`config.mk`:
```
export PLATFORM = sky130hd
export DESIGN_NAME = tcsr_top
export DESIGN_NICKNAME = d
export VERILOG_FILES = /design/src/common/tcsr_pkg.sv /design/src/hdl/tcsr_top.sv
export SDC_FILE = /design/constraint.sdc
export NUM_CORES = 1
export LEC_CHECK = 0
export BUFFER_PORTS_ARGS = -buffer_cell sky130_fd_sc_hd__buf_2
export CORE_MARGIN = 4
export CORE_UTILIZATION = 54
export CTS_CLUSTER_DIAMETER = 80
export DETAILED_ROUTE_END_ITERATION = 10
export HOLD_SLACK_MARGIN = 0.03
export PLACE_DENSITY_LB_ADDON = 0.25
export SKIP_CTS_REPAIR_TIMING = 1
export SLEW_MARGIN = 5
export SYNTH_ARGS = -nofsm -noshare
export SYNTH_HDL_FRONTEND = slang
export SYNTH_SLANG_ARGS = --single-unit
export TNS_END_PERCENT = 100
```
`constraint.sdc`:
```
create_clock -name sys_clk_i -period 2.8 [get_ports sys_clk_i]
set_input_delay 0.42 -clock sys_clk_i [delete_from_list [all_inputs] [get_ports sys_clk_i]]
set_output_delay 0.42 -clock sys_clk_i [all_outputs]
set_load 0.005 [all_outputs]
```
`src/common/tcsr_pkg.sv`:
```
// Purpose: constants and types of the timer control and sync registers
// Assumes: one 10 MHz clock, kernel tick is an enable pulse
// Notes: register offsets are byte offsets on the plain register port
// How it works
// RQ1 - Enable reads back now, busy until applied
// RQ2 - Soft reset clears all but debug, disables
// RQ3 - Soft reset write discards its other fields
// RQ4 - Soft reset bit and busy clear together
// RQ5 - Enable and soft reset writable while enabled
// RQ6 - Read request syncs addressed register, sets busy
// RQ7 - Read request bit reads zero, zero ignored
// RQ8 - Continuous read resyncs on every change
// RQ9 - Address field picks counter or compare registers
// RQ10 - Clear and set aliases show one register
// RQ11 - Command runs next kernel tick, then zero
// RQ12 - Command codes none, retrigger, stop, reserved
// RQ13 - Clear alias command ones cancel pending
// RQ14 - Set alias nonzero command becomes pending
// RQ15 - Single run stops after next wrap
// RQ16 - Clear alias one turns single run off
// RQ17 - Clear alias one clears direction
// RQ18 - Direction zero counts up, one down
// RQ19 - Set alias one turns single run on
// RQ20 - Set alias one sets direction down
// RQ21 - Stop holds count until retrigger or start
// RQ22 - Visible value stable while sync busy
package tcsr_pkg;
  localparam int ADDR_W = 5;
  localparam int DATA_W = 16;

  // Register offsets
  localparam logic [ADDR_W-1:0] OFS_PRIMARY = 5'h00;
  localparam logic [ADDR_W-1:0] OFS_READ_REQ = 5'h02;
  localparam logic [ADDR_W-1:0] OFS_CB_CLR = 5'h04;
  localparam logic [ADDR_W-1:0] OFS_CB_SET = 5'h05;
  localparam logic [ADDR_W-1:0] OFS_DEBUG = 5'h08;
  localparam logic [ADDR_W-1:0] OFS_STATUS = 5'h0f;
  localparam logic [ADDR_W-1:0] OFS_COUNT = 5'h10;
  localparam logic [ADDR_W-1:0] OFS_CC0 = 5'h18;
  localparam logic [ADDR_W-1:0] OFS_CC1 = 5'h1a;

  // Field positions
  localparam int PC_SOFT_RESET_BIT = 0;
  localparam int PC_ENABLE = 1;
  localparam int RR_READ_REQUEST_BIT = 15;
  localparam int RR_CONTINUOUS_READ_BIT = 14;
  localparam int CB_DIR = 0;
  localparam int CB_SINGLE_RUN_BIT = 2;
  localparam int CB_CMD_LSB = 6;
  localparam int SB_SOFT_RESET_BIT = 0;
  localparam int SB_ENABLE = 1;
  localparam int SB_READ = 2;
  localparam int DBG_RUN = 0;

  // Values
  localparam logic [DATA_W-1:0] ZERO16 = 16'h0000;
  localparam logic [DATA_W-1:0] COUNT_MAX = 16'hffff;
  localparam logic [DATA_W-1:0] ONE16 = 16'h0001;

  // Kernel tick period derived from the system clock
  localparam int SYS_CLK_NS = 100;
  localparam int KERNEL_PERIOD_NS = 400;
  localparam logic [2:0] KDIV_LAST = 3'(KERNEL_PERIOD_NS / SYS_CLK_NS - 1);

  typedef enum logic [1:0] {
    CMD_NONE = 2'h0,
    CMD_RETRIG = 2'h1,
    CMD_STOP = 2'h2,
    CMD_RSVD = 2'h3
  } tcsr_cmd_t;

  typedef struct packed {
    logic [ADDR_W-1:0] addr;
    logic [DATA_W-1:0] wdata;
    logic we;
    logic re;
  } tcsr_req_t;
endpackage

```
`src/hdl/tcsr_top.sv`:
```
// Purpose: control, soft reset and read sync registers of a timer
// Assumes: single clock, kernel domain runs on a divided enable tick
// Notes: start event pin is synchronised before use
//
// Strobed register access was left to the implementer.
`timescale 1ns/1ps
`default_nettype none
module tcsr_top import tcsr_pkg::*; (
  input wire logic sys_clk_i,
  input wire logic nrst_i,
  input wire tcsr_req_t req_i,
  input wire logic start_evt_i,
  output logic [DATA_W-1:0] rdata_o,
  output logic [DATA_W-1:0] count_o,
  output logic running_o,
  output logic active_o,
  output logic dir_o,
  output logic one_shot_o
);
  // Address match used by every register decode
  function automatic logic hit(input logic [ADDR_W-1:0] a, input logic [ADDR_W-1:0] ofs);
    hit = (a == ofs);
  endfunction

  logic [2:0] div_cnt;
  logic tick;
  logic enable;
  logic soft_reset_bit;
  logic busy_en;
  logic active;
  logic continuous_read_bit;
  logic [ADDR_W-1:0] raddr;
  logic busy_rd;
  logic [DATA_W-1:0] rsnap;
  logic [DATA_W-1:0] sel_val;
  tcsr_cmd_t cmd;
  tcsr_cmd_t wcmd;
  logic single_run_bit;
  logic dir;
  logic dbg_run;
  logic [DATA_W-1:0] count;
  logic [DATA_W-1:0] cc0;
  logic [DATA_W-1:0] cc1;
  logic running;
  logic evt_s1;
  logic evt_s2;
  logic evt_s3;
  logic evt_pend;
  logic soft_reset_bit_done;
  logic wrap;
  logic wr_pc;
  logic wr_rr;
  logic wr_clr;
  logic wr_set;
  logic [DATA_W-1:0] next_rdata;

  // Write decodes
  assign wr_pc = req_i.we && hit(req_i.addr, OFS_PRIMARY);
  assign wr_rr = req_i.we && hit(req_i.addr, OFS_READ_REQ);
  assign wr_clr = req_i.we && hit(req_i.addr, OFS_CB_CLR);
  assign wr_set = req_i.we && hit(req_i.addr, OFS_CB_SET);
  assign wcmd = tcsr_cmd_t'(req_i.wdata[CB_CMD_LSB +: 2]);
  assign soft_reset_bit_done = tick && soft_reset_bit;
  assign wrap = dir ? (count == ZERO16) : (count == COUNT_MAX);

  // Kernel tick divider
  always_ff @(posedge sys_clk_i or negedge nrst_i) begin
    if (!nrst_i) begin
      div_cnt <= 3'h0;
      tick <= 1'b0;
    end else if (div_cnt == KDIV_LAST) begin
      div_cnt <= 3'h0;
      tick <= 1'b1;
    end else begin
      div_cnt <= div_cnt + 3'h1;
      tick <= 1'b0;
    end
  end

  // Primary control: enable, soft reset, enable busy
  always_ff @(posedge sys_clk_i or negedge nrst_i) begin
    if (!nrst_i) begin
      enable <= 1'b0;
      soft_reset_bit <= 1'b0;
      busy_en <= 1'b0;
    end else if (soft_reset_bit_done) begin
      enable <= 1'b0; // RQ2
      soft_reset_bit <= 1'b0; // RQ4
      busy_en <= 1'b0;
    end else if (wr_pc && !soft_reset_bit) begin
      if (req_i.wdata[PC_SOFT_RESET_BIT]) begin
        soft_reset_bit <= 1'b1; // RQ3 RQ5
      end else begin
        enable <= req_i.wdata[PC_ENABLE]; // RQ1 RQ5
        busy_en <= 1'b1; // RQ1
      end
    end else if (busy_en && tick) begin
      busy_en <= 1'b0; // RQ1
    end
  end

  // Kernel side enable follows software enable on each tick
  always_ff @(posedge sys_clk_i or negedge nrst_i) begin
    if (!nrst_i) begin
      active <= 1'b0;
    end else if (tick) begin
      active <= soft_reset_bit ? 1'b0 : enable; // RQ1 RQ2
    end
  end

  // Debug control survives soft reset
  always_ff @(posedge sys_clk_i or negedge nrst_i) begin
    if (!nrst_i) begin
      dbg_run <= 1'b0;
    end else if (req_i.we && hit(req_i.addr, OFS_DEBUG)) begin
      dbg_run <= req_i.wdata[DBG_RUN]; // RQ2
    end
  end

  // Value of the register picked for read sync
  always_comb begin
    if (hit(raddr, OFS_COUNT)) begin
      sel_val = count; // RQ9
    end else if (hit(raddr, OFS_CC0)) begin
      sel_val = cc0;
    end else if (hit(raddr, OFS_CC1)) begin
      sel_val = cc1;
    end else begin
      sel_val = ZERO16;
    end
  end

  // Read request register and sync busy
  always_ff @(posedge sys_clk_i or negedge nrst_i) begin
    if (!nrst_i) begin
      continuous_read_bit <= 1'b0;
      raddr <= 5'h00;
      busy_rd <= 1'b0;
    end else if (soft_reset_bit_done) begin
      continuous_read_bit <= 1'b0; // RQ2
      raddr <= 5'h00;
      busy_rd <= 1'b0;
    end else begin
      if (tick) begin
        busy_rd <= 1'b0;
      end
      if (wr_rr && !soft_reset_bit) begin
        continuous_read_bit <= req_i.wdata[RR_CONTINUOUS_READ_BIT]; // RQ8
        raddr <= req_i.wdata[ADDR_W-1:0]; // RQ9
        if (req_i.wdata[RR_READ_REQUEST_BIT]) begin
          busy_rd <= 1'b1; // RQ6 RQ7
        end
      end
    end
  end

  // Snapshot moves only on a kernel tick
  always_ff @(posedge sys_clk_i or negedge nrst_i) begin
    if (!nrst_i) begin
      rsnap <= ZERO16;
    end else if (soft_reset_bit_done) begin
      rsnap <= ZERO16;
    end else if (tick && (busy_rd || (continuous_read_bit && sel_val != rsnap))) begin
      rsnap <= sel_val; // RQ6 RQ8 RQ22
    end
  end

  // Secondary control through both aliases
  always_ff @(posedge sys_clk_i or negedge nrst_i) begin
    if (!nrst_i) begin
      cmd <= CMD_NONE;
      single_run_bit <= 1'b0;
      dir <= 1'b0;
    end else if (soft_reset_bit_done) begin
      cmd <= CMD_NONE; // RQ2
      single_run_bit <= 1'b0;
      dir <= 1'b0;
    end else begin
      if (tick && active && cmd != CMD_NONE) begin
        cmd <= CMD_NONE; // RQ11
      end
      if (wr_clr && !soft_reset_bit) begin
        if (wcmd != CMD_NONE) begin
          cmd <= CMD_NONE; // RQ13
        end
        if (req_i.wdata[CB_SINGLE_RUN_BIT]) begin
          single_run_bit <= 1'b0; // RQ16
        end
        if (req_i.wdata[CB_DIR]) begin
          dir <= 1'b0; // RQ17
        end
      end
      if (wr_set && !soft_reset_bit) begin
        if (wcmd != CMD_NONE) begin
          cmd <= wcmd; // RQ12 RQ14
        end
        if (req_i.wdata[CB_SINGLE_RUN_BIT]) begin
          single_run_bit <= 1'b1; // RQ19
        end
        if (req_i.wdata[CB_DIR]) begin
          dir <= 1'b1; // RQ20
        end
      end
    end
  end

  // Start event pin synchroniser and edge
  always_ff @(posedge sys_clk_i or negedge nrst_i) begin
    if (!nrst_i) begin
      evt_s1 <= 1'b0;
      evt_s2 <= 1'b0;
      evt_s3 <= 1'b0;
    end else begin
      evt_s1 <= start_evt_i;
      evt_s2 <= evt_s1;
      evt_s3 <= evt_s2;
    end
  end

  // Start event held until the next tick, new edge wins
  always_ff @(posedge sys_clk_i or negedge nrst_i) begin
    if (!nrst_i) begin
      evt_pend <= 1'b0;
    end else if (evt_s2 && !evt_s3) begin
      evt_pend <= 1'b1;
    end else if (tick) begin
      evt_pend <= 1'b0;
    end
  end

  // Compare registers written directly
  always_ff @(posedge sys_clk_i or negedge nrst_i) begin
    if (!nrst_i) begin
      cc0 <= ZERO16;
      cc1 <= ZERO16;
    end else if (soft_reset_bit_done) begin
      cc0 <= ZERO16; // RQ2
      cc1 <= ZERO16;
    end else if (req_i.we && !soft_reset_bit) begin
      if (hit(req_i.addr, OFS_CC0)) begin
        cc0 <= req_i.wdata;
      end
      if (hit(req_i.addr, OFS_CC1)) begin
        cc1 <= req_i.wdata;
      end
    end
  end

  // Counter on the kernel tick
  always_ff @(posedge sys_clk_i or negedge nrst_i) begin
    if (!nrst_i) begin
      count <= ZERO16;
      running <= 1'b1;
    end else if (soft_reset_bit_done) begin
      count <= ZERO16; // RQ2
      running <= 1'b1;
    end else if (tick && active) begin
      if (cmd == CMD_RETRIG) begin
        count <= dir ? COUNT_MAX : ZERO16; // RQ12
        running <= 1'b1; // RQ21
      end else if (cmd == CMD_STOP) begin
        running <= 1'b0; // RQ21
      end else if (!running) begin
        running <= evt_pend; // RQ21
      end else if (wrap) begin
        count <= dir ? COUNT_MAX : ZERO16; // RQ15
        running <= !single_run_bit; // RQ15
      end else if (dir) begin
        count <= count - ONE16; // RQ18
      end else begin
        count <= count + ONE16; // RQ18
      end
    end
  end

  // Read mux, both aliases show the same bits
  always_comb begin
    next_rdata = ZERO16;
    if (req_i.re) begin
      if (hit(req_i.addr, OFS_PRIMARY)) begin
        next_rdata[PC_ENABLE] = enable; // RQ1
        next_rdata[PC_SOFT_RESET_BIT] = soft_reset_bit; // RQ4
      end else if (hit(req_i.addr, OFS_READ_REQ)) begin
        next_rdata[RR_CONTINUOUS_READ_BIT] = continuous_read_bit; // RQ7
        next_rdata[ADDR_W-1:0] = raddr;
      end else if (hit(req_i.addr, OFS_CB_CLR) || hit(req_i.addr, OFS_CB_SET)) begin
        next_rdata[CB_CMD_LSB +: 2] = cmd; // RQ10
        next_rdata[CB_SINGLE_RUN_BIT] = single_run_bit;
        next_rdata[CB_DIR] = dir;
      end else if (hit(req_i.addr, OFS_DEBUG)) begin
        next_rdata[DBG_RUN] = dbg_run;
      end else if (hit(req_i.addr, OFS_STATUS)) begin
        next_rdata[SB_SOFT_RESET_BIT] = soft_reset_bit; // RQ4
        next_rdata[SB_ENABLE] = busy_en;
        next_rdata[SB_READ] = busy_rd; // RQ6
      end else if (hit(req_i.addr, OFS_COUNT)) begin
        next_rdata = hit(raddr, OFS_COUNT) ? rsnap : count; // RQ22
      end else if (hit(req_i.addr, OFS_CC0)) begin
        next_rdata = hit(raddr, OFS_CC0) ? rsnap : cc0;
      end else if (hit(req_i.addr, OFS_CC1)) begin
        next_rdata = hit(raddr, OFS_CC1) ? rsnap : cc1;
      end
    end
  end

  // Registered outputs
  always_ff @(posedge sys_clk_i or negedge nrst_i) begin
    if (!nrst_i) begin
      rdata_o <= ZERO16;
      count_o <= ZERO16;
      running_o <= 1'b0;
      active_o <= 1'b0;
      dir_o <= 1'b0;
      one_shot_o <= 1'b0;
    end else begin
      rdata_o <= next_rdata;
      count_o <= count;
      running_o <= running;
      active_o <= active;
      dir_o <= dir;
      one_shot_o <= single_run_bit;
    end
  end

  // Checks
  a_en_write_busy: assert property (@(posedge sys_clk_i) disable iff (!nrst_i) // RQ1
    wr_pc && !soft_reset_bit && !req_i.wdata[PC_SOFT_RESET_BIT] |=> busy_en && enable == $past(req_i.wdata[PC_ENABLE]))
    else $error("enable write not taken");
  a_en_busy_done: assert property (@(posedge sys_clk_i) disable iff (!nrst_i) // RQ1
    $fell(busy_en) && !$past(soft_reset_bit) |-> active == enable)
    else $error("enable busy cleared early");
  a_soft_reset_bit_prio: assert property (@(posedge sys_clk_i) disable iff (!nrst_i) // RQ3
    wr_pc && !soft_reset_bit && req_i.wdata[PC_SOFT_RESET_BIT] |=> soft_reset_bit && enable == $past(enable) && busy_en == $past(busy_en))
    else $error("soft reset write not exclusive");
  a_soft_reset_bit_end: assert property (@(posedge sys_clk_i) disable iff (!nrst_i) // RQ4
    $rose(soft_reset_bit) |-> ##[1:4] !soft_reset_bit)
    else $error("soft reset never completes");
  a_soft_reset_bit_clear: assert property (@(posedge sys_clk_i) disable iff (!nrst_i) // RQ2
    $fell(soft_reset_bit) |-> !enable && !active && cmd == CMD_NONE && !single_run_bit && !dir)
    else $error("soft reset left state");
  a_read_request_bit_busy: assert property (@(posedge sys_clk_i) disable iff (!nrst_i) // RQ6
    wr_rr && !soft_reset_bit && req_i.wdata[RR_READ_REQUEST_BIT] |=> busy_rd ##[1:4] !busy_rd)
    else $error("read request busy wrong");
  a_read_request_bit_zero: assert property (@(posedge sys_clk_i) disable iff (!nrst_i) // RQ7
    req_i.re && hit(req_i.addr, OFS_READ_REQ) |=> !rdata_o[RR_READ_REQUEST_BIT])
    else $error("read request bit read one");
  a_snap_stable: assert property (@(posedge sys_clk_i) disable iff (!nrst_i) // RQ22
    busy_rd && !tick && !soft_reset_bit |=> $stable(rsnap))
    else $error("snapshot moved while busy");
  a_cmd_stop: assert property (@(posedge sys_clk_i) disable iff (!nrst_i) // RQ11
    tick && active && !soft_reset_bit && cmd == CMD_STOP && !wr_set |=> !running && cmd == CMD_NONE)
    else $error("stop command not executed");
  a_clr_cancel: assert property (@(posedge sys_clk_i) disable iff (!nrst_i) // RQ13
    wr_clr && !soft_reset_bit && wcmd != CMD_NONE |=> cmd == CMD_NONE)
    else $error("clear alias did not cancel");
  a_count_down: assert property (@(posedge sys_clk_i) disable iff (!nrst_i) // RQ18
    tick && active && running && !soft_reset_bit && cmd == CMD_NONE && dir && count != ZERO16
    |=> count == $past(count) - ONE16)
    else $error("down count wrong");
  a_single_run_bit_stop: assert property (@(posedge sys_clk_i) disable iff (!nrst_i) // RQ15
    tick && active && running && !soft_reset_bit && cmd == CMD_NONE && single_run_bit && wrap |=> !running)
    else $error("single run did not stop");
  // Alias and command checks
  a_set_pending: assert property (@(posedge sys_clk_i) disable iff (!nrst_i) // RQ14
    wr_set && !soft_reset_bit && wcmd != CMD_NONE |=> cmd == $past(wcmd))
    else $error("set alias command not pending");
  a_retrig_load: assert property (@(posedge sys_clk_i) disable iff (!nrst_i) // RQ12
    tick && active && !soft_reset_bit && cmd == CMD_RETRIG |=> running && count == ($past(dir) ? COUNT_MAX : ZERO16))
    else $error("retrigger did not reload");
  a_clr_single_run_bit: assert property (@(posedge sys_clk_i) disable iff (!nrst_i) // RQ16
    wr_clr && !soft_reset_bit && req_i.wdata[CB_SINGLE_RUN_BIT] |=> !single_run_bit)
    else $error("clear alias left single run on");
  a_clr_dir: assert property (@(posedge sys_clk_i) disable iff (!nrst_i) // RQ17
    wr_clr && !soft_reset_bit && req_i.wdata[CB_DIR] |=> !dir)
    else $error("clear alias left direction down");
endmodule
`default_nettype wire

```
* Yosys cells after proc, flatten, opt, wreduce, memory -nomap -nowiden
Cells that the tools add are included.
** Operators by class
- Reduce and logical (&&, ||, !) cells :: 43
- Mux-type cells :: 99
- Equality and inequality tests :: 19
- $add $sub $neg :: 3
** Operators by type and width (count)
- 2-to-1 mux 16 bit :: 32
- 2-to-1 mux 1 bit :: 43
- equality test 5 bit, second input constant :: 6
- 2-to-1 mux 3 bit :: 8
- nonzero test 2 bit :: 11
- logical AND 1 bit :: 17
- adder 16 x 1 -> 16 bit, second input constant :: 1
- equality test 16 bit, second input constant :: 1
- zero test 16 bit :: 1
- 2-to-1 mux 2 bit :: 8
- inequality test 16 bit :: 1
- subtractor 16 x 1 -> 16 bit, second input constant :: 1
- 2-to-1 mux 15 bit :: 1
- 2-to-1 mux 5 bit :: 3
- 2-to-1 mux 14 bit :: 1
- 2-to-1 mux 13 bit :: 1
- equality test 5 x 3 -> 1 bit, second input constant :: 2
- equality test 5 x 4 -> 1 bit, second input constant :: 2
- AND reduction 2 bit :: 5
- 2-to-1 mux 9 bit :: 1
- 2-to-1 mux 8 bit :: 1
- inequality test 3 bit, second input constant :: 2
- nonzero test 3 bit :: 2
- equality test 5 x 2 -> 1 bit, second input constant :: 1
- other kinds (9) :: 12
** Storage, ports and cells
- Output and inout port bits :: 36
- Word-level logic and storage cells :: 192
- Bits in registers :: 125
- Bits of input ports :: 26

* Logic depth before layout (Yosys ltp)
Gate-level depths: netlist of run 1.
- Depth in word-level cells :: 22
- Depth in mapped cells :: 11
- Depth with buffers taken out :: 9

* Least setup slack after synthesis of run 1
Ideal clock, no wire load.
- Kind :: register to register
- Start point :: reg dir
- End point :: reg count[15]
- Data required time :: 2679 ps
- Setup time :: 121 ps
- Path buffers :: 0
- Clock period less this slack :: 2994 ps
- Arrival time :: 2873 ps
- Cell stages (with the launch flop) :: 10
- Slack :: -194 ps
- Path through :: dfrtp_1 ha_1 and4_1 and2_0 a211o_1 o41a_1 a311oi_1 xor2_1 o21ai_0 a22o_1
** On the way
- Word-level cells in the longest chain between the ends :: 7
- Elaborated cells on any way between the ends :: 9
- Classes of those cells :: mux: 9
** Ends and longest elaborated chain
- start, declared :: RTL line tcsr_top.sv:39 : logic dir;
- start signal, assigned :: RTL line tcsr_top.sv:173 : dir <= 1'b0;
- start signal, assigned :: RTL line tcsr_top.sv:177 : dir <= 1'b0;
- start signal, assigned :: RTL line tcsr_top.sv:190 : dir <= 1'b0;
- 2-to-1 mux 16 bit, or another cell as far along :: RTL line tcsr_top.sv:268 : end else if (dir) begin
- 2-to-1 mux 16 bit :: RTL line tcsr_top.sv:265 : end else if (wrap) begin
- 2-to-1 mux 16 bit :: RTL line tcsr_top.sv:263 : end else if (!running) begin
- 2-to-1 mux 16 bit :: RTL line tcsr_top.sv:261 : end else if (cmd == CMD_STOP) begin
- 2-to-1 mux 16 bit * :: RTL line tcsr_top.sv:258 : if (cmd == CMD_RETRIG) begin
- 2-to-1 mux 16 bit * :: RTL line tcsr_top.sv:257 : end else if (tick && active) begin
- 2-to-1 mux 16 bit * :: RTL line tcsr_top.sv:254 : end else if (soft_reset_bit_done) begin
- end signal, assigned :: RTL line tcsr_top.sv:259 : count <= dir ? COUNT_MAX : ZERO16;
- end signal, assigned :: RTL line tcsr_top.sv:266 : count <= dir ? COUNT_MAX : ZERO16;
- end signal, assigned :: RTL line tcsr_top.sv:269 : count <= count - ONE16;
- end, declared :: RTL line tcsr_top.sv:41 : logic [DATA_W-1:0] count;
Mark *: on every way between the ends. The rest lies on a longest branch, timed or not. The select of a mux whose other input is x is not followed.
A chain may end at the register's enable or synchronous reset.

* Final worst setup path of run 1
Same ends and word-level chain as after synthesis.

==> results of run 1 <==
## power breakdown
part           total (uW)  switching, uW  internal [uW]
Clock                2180            807           1370
Sequential           2520            373           2150
Combinational        1920           1020            903
## stage by stage
stage	utilization	cells	hold slack, ns	TNS (ns)
finish	0.668	1026	0.0620	-0.122
floorplan	-	755	0.124	0
detailed placement	0.612	989	0.342	-0.140
global route	0.668	1026	0.0988	-0.242
global placement	0.612	989	0.333	-0.0310
CTS	0.659	1021	0.0891	-0.162
## final cells by class
cell class | instances | area, sq um
timing repair buffer | 113 | 754
clock buffer | 21 | 470
fill | 1010 | 4170
tap | 172 | 215
multi-input combinational | 558 | 3610
inverter | 26 | 97.6
sequential | 125 | 3130
clock inverter | 11 | 116
## final timing paths
path,start,to,slack [ns],cells past startpoint
max,dir$_DFF_PN0_,count[15]$_DFFE_PN0P_,-0.12,10
min,nrst_i,count_o[5]$_DFF_PN0_,0.06,2
max reg2reg,dir$_DFF_PN0_,count[15]$_DFFE_PN0P_,-0.12,10
min reg2reg,evt_s1$_DFF_PN0_,evt_s2$_DFF_PN0_,0.35,0
max in group asynchronous,nrst_i,dir$_DFF_PN0_,2.11,2
min in group sys_clk_i,start_evt_i,evt_s1$_DFF_PN0_,0.10,1
## registers in the layout, indices dropped and copies added, names as in the netlist, 3 cells and up
signal	flops
raddr	5
cc0	16
div_cnt	3
cc1	16
rsnap	16
rdata_o	16
count	16
count_o	16
## layout by cell type, fill, tap and decap left out, types with 15 or more instances in the layout
cell         n
a21oi_1     74
a22o_1      20
a32o_1      17
buf_2       60
buf_4       46
clkbuf_16   17
dfrtp_1    123
inv_1       26
mux2i_1     31
nand2_1    126
nand2b_1    21
nand3_1     15
nor2_1      34
o21ai_0     17
o21ai_1     21
xor2_1      21
## layer usage
layer  global-route usage  share of wire  up-vias
li1                     -              -     2890
met3               0.0569          0.073       54
met1                0.381           0.42     3067
met2                0.439           0.48      326
met4                0.103          0.030        0
met5                    0              0        -
## cells by family (layout without fill, tap and decap cells)
logic type,after synthesis,in the layout,share of synthesized area
flip-flops,125,125,0.452
buffers and inverters,72,171,0.0437
AO/OA/AOI/OAI,234,234,0.223
AND/OR/NAND/NOR,243,243,0.161
adder cells (fa/ha/maj),17,17,0.0314
XOR/XNOR,28,28,0.0354
multiplexers,36,36,0.0529
==> impl_metrics.json, run 1 <==
{
  "path_buf_inv": 1,
  "yosysWarnings": 0,
  "yosysMostFrequentCell": "nand2_1",
  "finalHoldViolCount": 0,
  "drt-total-wl_microns": 20200,
  "min_path_type": "in2async",
  "ys_types": 63,
  "grt_pass1_vias": 6057,
  "start_util": 0.551,
  "placedInstanceArea_sq_um": 7690,
  "vias": 6337,
  "crit_type": "reg2reg",
  "grt.total_usage": 0.278,
  "dieHeight_microns": 121,
  "numClockSinks": 125,
  "worst_ep_arrival_time_ns": 3.24,
  "antenna_found_initial": 0,
  "setup_viol": 1,
  "area_growth_pct": 21.3,
  "synthTopCellsByArea": "dfrtp_1 (45%), nand2_1 (6.8%), a21oi_1 (5.5%)",
  "rows": 41,
  "cp_max_fo": 7,
  "async_flop_share": 1.00,
  "wl_per_cell_microns": 19.7,
  "avgSynthCellArea_sq_um": 9.17,
  "grt_pass1_wl_microns": 31800,
  "synth_ff_type": "dfrtp_1",
  "rsz0062_at_grt": "yes",
  "dp_hpwl_microns": 13700,
  "tritoncts": "built",
  "die_x_microns": 121,
  "clkSlewWorstSetupHoldPaths_ns": 0.06,
  "antenna_cells": 0,
  "h-tree-depth": 4,
  "max_freq_mhz": 342,
  "ys_seq_area_frac": 0.452,
  "power_uw": 6620,
  "finalMaxSlewViolations": 0,
  "start_kind": "register",
  "pin_count": 62,
  "max_cap_violations": 0,
  "gp_congestion": 0.908,
  "drive_gt1_frac": 0.204,
  "netlist_instances": 755,
  "dr.pass1.iters": 5,
  "setup_ws_ns": -0.122,
  "synthTopCellsByCount": "nand2_1 (126), dfrtp_1 (124), a21oi_1 (76), nor2_1 (34), mux2i_1 (31)",
  "period_needed_ns": 2.92,
  "vdd_drop_max_mv": 0.498,
  "design.core.area_sq_um": 12600,
  "vias_per_cell": 6.18,
  "synth_edf_count": 0,
  "violations": "setup timing",
  "crit_path_max_incr_delay_ns": 0.53,
  "cts_made_buffers": 17,
  "drc": 0,
  "power_density_nw_per_um2": 788,
  "total_leakage_power_uw": 0.00400,
  "finalInstanceArea_sq_um": 8400,
  "endpoint_kind": "register",
  "worst_pin_slew_ns": 0.749,
  "synth_seq_cells": 125,
  "io_buffers": 61,
  "dieArea_sq_um": 14700,
  "crit_slowest_cell": "dfrtp_4",
  "status": "complete, but fails checks",
  "dp_slack_ns": -0.140,
  "clk_path_buf_depth": 2,
  "synthesis.nets": 797,
  "finalNetCount": 883,
  "ant_nets": 0,
  "synth_area_sq_um": 6930,
  "drt_iter0_markers": 644,
  "period_share": 1.04,
  "clkLatencyLatePin_ns": 0.43,
  "synth_top_area_frac": 0.448,
  "synth_top_cell_by_area": "dfrtp_1",
  "slew_headroom": 0.501,
  "fin_skew_ns": 0.00797,
  "grt_max_degree": 126,
  "grt-ovfl-total": 0,
  "cp_top_family": "compound AO/OA/AOI/OAI gates",
  "path_cells": "buf_8, ha_4, and4_1, and2_1, a211o_1, o41a_1, a311oi_2, xor2_1, o21ai_1, a22o_1",
  "worstPathRequired_ns": 3.11,
  "cts_root_buf": "clkbuf_16"
}
No activity file was read; power rests on OpenSTA's default activity.
==> run 2, diff against run 1 <==
--- a/config.mk
+++ b/config.mk
@@ -7,7 +7,7 @@
 export LEC_CHECK = 0
 export BUFFER_PORTS_ARGS = -buffer_cell sky130_fd_sc_hd__buf_2
 export CORE_MARGIN = 4
-export CORE_UTILIZATION = 54
+export CORE_UTILIZATION = 55
 export CTS_CLUSTER_DIAMETER = 80
 export DETAILED_ROUTE_END_ITERATION = 10
 export HOLD_SLACK_MARGIN = 0.03
==> constraint.sdc (replaced) <==
create_clock -name sys_clk_i -period 3.6 [get_ports sys_clk_i]
set_input_delay 0.54 -clock sys_clk_i [delete_from_list [all_inputs] [get_ports sys_clk_i]]
set_output_delay 0.54 -clock sys_clk_i [all_outputs]
set_load 0.005 [all_outputs]
==> impl_metrics.json, run 2 (synthesis gave the netlist of run 1 again) <==
{
  "status": "finished, final reports clean",
  "min_path_type": "in2async",
  "finalNetCount": 850,
  "clkSlewWorstSetupHoldPaths_ns": 0.05,
  "drt_iter0_markers": 633,
  "reg2reg_depth": 9,
  "rsz0062_at_grt": "no",
  "crit_type": "reg2reg",
  "grt_pass1_vias": 6039,
  "drive_gt1_frac": 0.153,
  "power_frac_clock": 0.360,
  "clkLatencyLatePin_ns": 0.42,
  "cp-startpoint": "dir$_DFF_PN0_",
  "post-route-util": 0.660,
  "dieArea_sq_um": 14500,
  "period_share": 0.887,
  "max_freq_mhz": 313,
  "finalMaxSlewViolations": 0,
  "numClockSinks": 125,
  "sw_frac_of_total": 0.325,
  "dp_hpwl_microns": 13100,
  "slew_headroom": 0.400,
  "grt_pass1_wl_microns": 30900,
  "cts_root_buf": "clkbuf_16",
  "pin_count": 62,
  "dr.pass1.iters": 8,
  "drc": 0,
  "wl_per_cell_microns": 19.1,
  "period_needed_ns": 3.19,
  "endpoint_kind": "register",
  "r2r_setup_slack_ns": 0.41,
  "clk_path_buf_depth": 2,
  "antenna_found_initial": 0,
  "worst_ep_arrival_time_ns": 3.50,
  "layout.cells.most_common_list": "nand2_1 (126), dfrtp_1 (124), a21oi_1 (76)",
  "vdd_drop_max_mv": 0.406,
  "fin_skew_ns": 0.00547,
  "worst_pin_slew_ns": 0.897,
  "power_density_nw_per_um2": 625,
  "h-tree-depth": 4,
  "antenna_cells": 0,
  "timing.setup.tns_ns": 0,
  "total_leakage_power_uw": 0.00384,
  "comb_power_share": 0.238,
  "start_kind": "register",
  "cts_made_buffers": 17,
  "area_growth_pct": 16.0,
  "ant_nets": 0,
  "setup_viol": 0,
  "grt_max_degree": 126,
  "r2r-end": "count[15]$_DFFE_PN0P_",
  "start_util": 0.569,
  "cp_max_fo": 16,
  "gp_congestion": 0.945,
  "rows": 40,
  "seqPwrFrac": 0.402,
  "max_cap_violations": 0,
  "vias_per_cell": 6.22,
  "power.switching_uw": 1630,
  "internal-power_uw": 3390,
  "design.core.area_sq_um": 12200,
  "vias": 6153,
  "crit_end": "count[15]$_DFFE_PN0P_",
  "dieHeight_microns": 120,
  "tritoncts": "built",
  "worstPathRequired_ns": 3.91,
  "drt-total-wl_microns": 18900,
  "rr_startpoint": "dir$_DFF_PN0_",
  "grt-ovfl-total": 0,
  "finalHoldViolCount": 0,
  "grt.total_usage": 0.271,
  "io_buffers": 61,
  "die_x_microns": 120,
  "final_common_cell": "nand2_1"
}
[run 2: changes by cell type in the layout (fill, tap and decap cells not counted), sizes merged]
| cell | before | now |
|---|---|---|
| buf | 113 | 80 |
| clkinv | 6 | 4 |
| clkinvlp | 3 | 2 |
| bufinv | 2 | 3 |
| clkbuf | 21 | 23 |
[run 2: worst min-delay path by stage]
stage / startpoint / to / slack, ns
5_1_grt: start_evt_i / evt_s1$_DFF_PN0_ / 0.21
2_1_floorplan: nrst_i / active$_DFFE_PN0P_ / 0.24
6_report: nrst_i / dir_o$_DFF_PN0_ / 0.18
3_5_place_dp: evt_s1$_DFF_PN0_ / evt_s2$_DFF_PN0_ / 0.34
4_1_cts: start_evt_i / evt_s1$_DFF_PN0_ / 0.22
3_3_place_gp: evt_s1$_DFF_PN0_ / evt_s2$_DFF_PN0_ / 0.33
[run 2: through the flow]
stage | total power [uW] | hold WS [ns] | area [sq um] | cells | worst slack (ns)
after global routing | 5270 | 0.213 | 8030 | 989 | 0.284
after detailed placement | 3210 | 0.343 | 7400 | 957 | 0.480
after global placement | 3160 | 0.334 | 7400 | 957 | 0.567
after floorplan | 2770 | 0.244 | 6930 | 755 | 0.606
final | 5020 | 0.184 | 8030 | 989 | 0.408
after CTS | 5020 | 0.217 | 8030 | 989 | 0.451
[run 2: layout make-up]
type | instances | area, sq um
clock buffers | 23 | 498
clock inverters | 9 | 133
fillers | 1006 | 4130
inverters | 26 | 97.6
multi-input cells | 558 | 3500
flip-flops and latches | 125 | 3130
well taps | 168 | 210
repair buffers | 80 | 463
[run 2: critical path, stage by stage, from the launching register on]
cell	delay, ns
dfrtp_1	0.72
ha_1	0.40
and4_1	0.24
and2_0	0.16
a211o_1	0.29
o41a_1	0.36
a311oi_1	0.33
xor2_1	0.23
o21ai_0	0.10
a22o_1	0.24
[run 2: routing by layer]
metal | routed length [microns] | track usage | up-vias
met4 | 736 | 0.128 | 0
met2 | 8840 | 0.420 | 301
met1 | 7970 | 0.367 | 2966
li1 | - | - | 2821
met3 | 1370 | 0.0561 | 65
met5 | 0 | 0 | -
[run 2: power by group through the flow]
stage / registers (uW) / clock network, uW / logic, uW
after detailed placement: 2040 / 0 / 1170
after floorplan: 1910 / 0 / 855
after CTS: 2010 / 1820 / 1190
final: 2020 / 1810 / 1200
after global placement: 2030 / 0 / 1130
after global routing: 2050 / 1890 / 1330
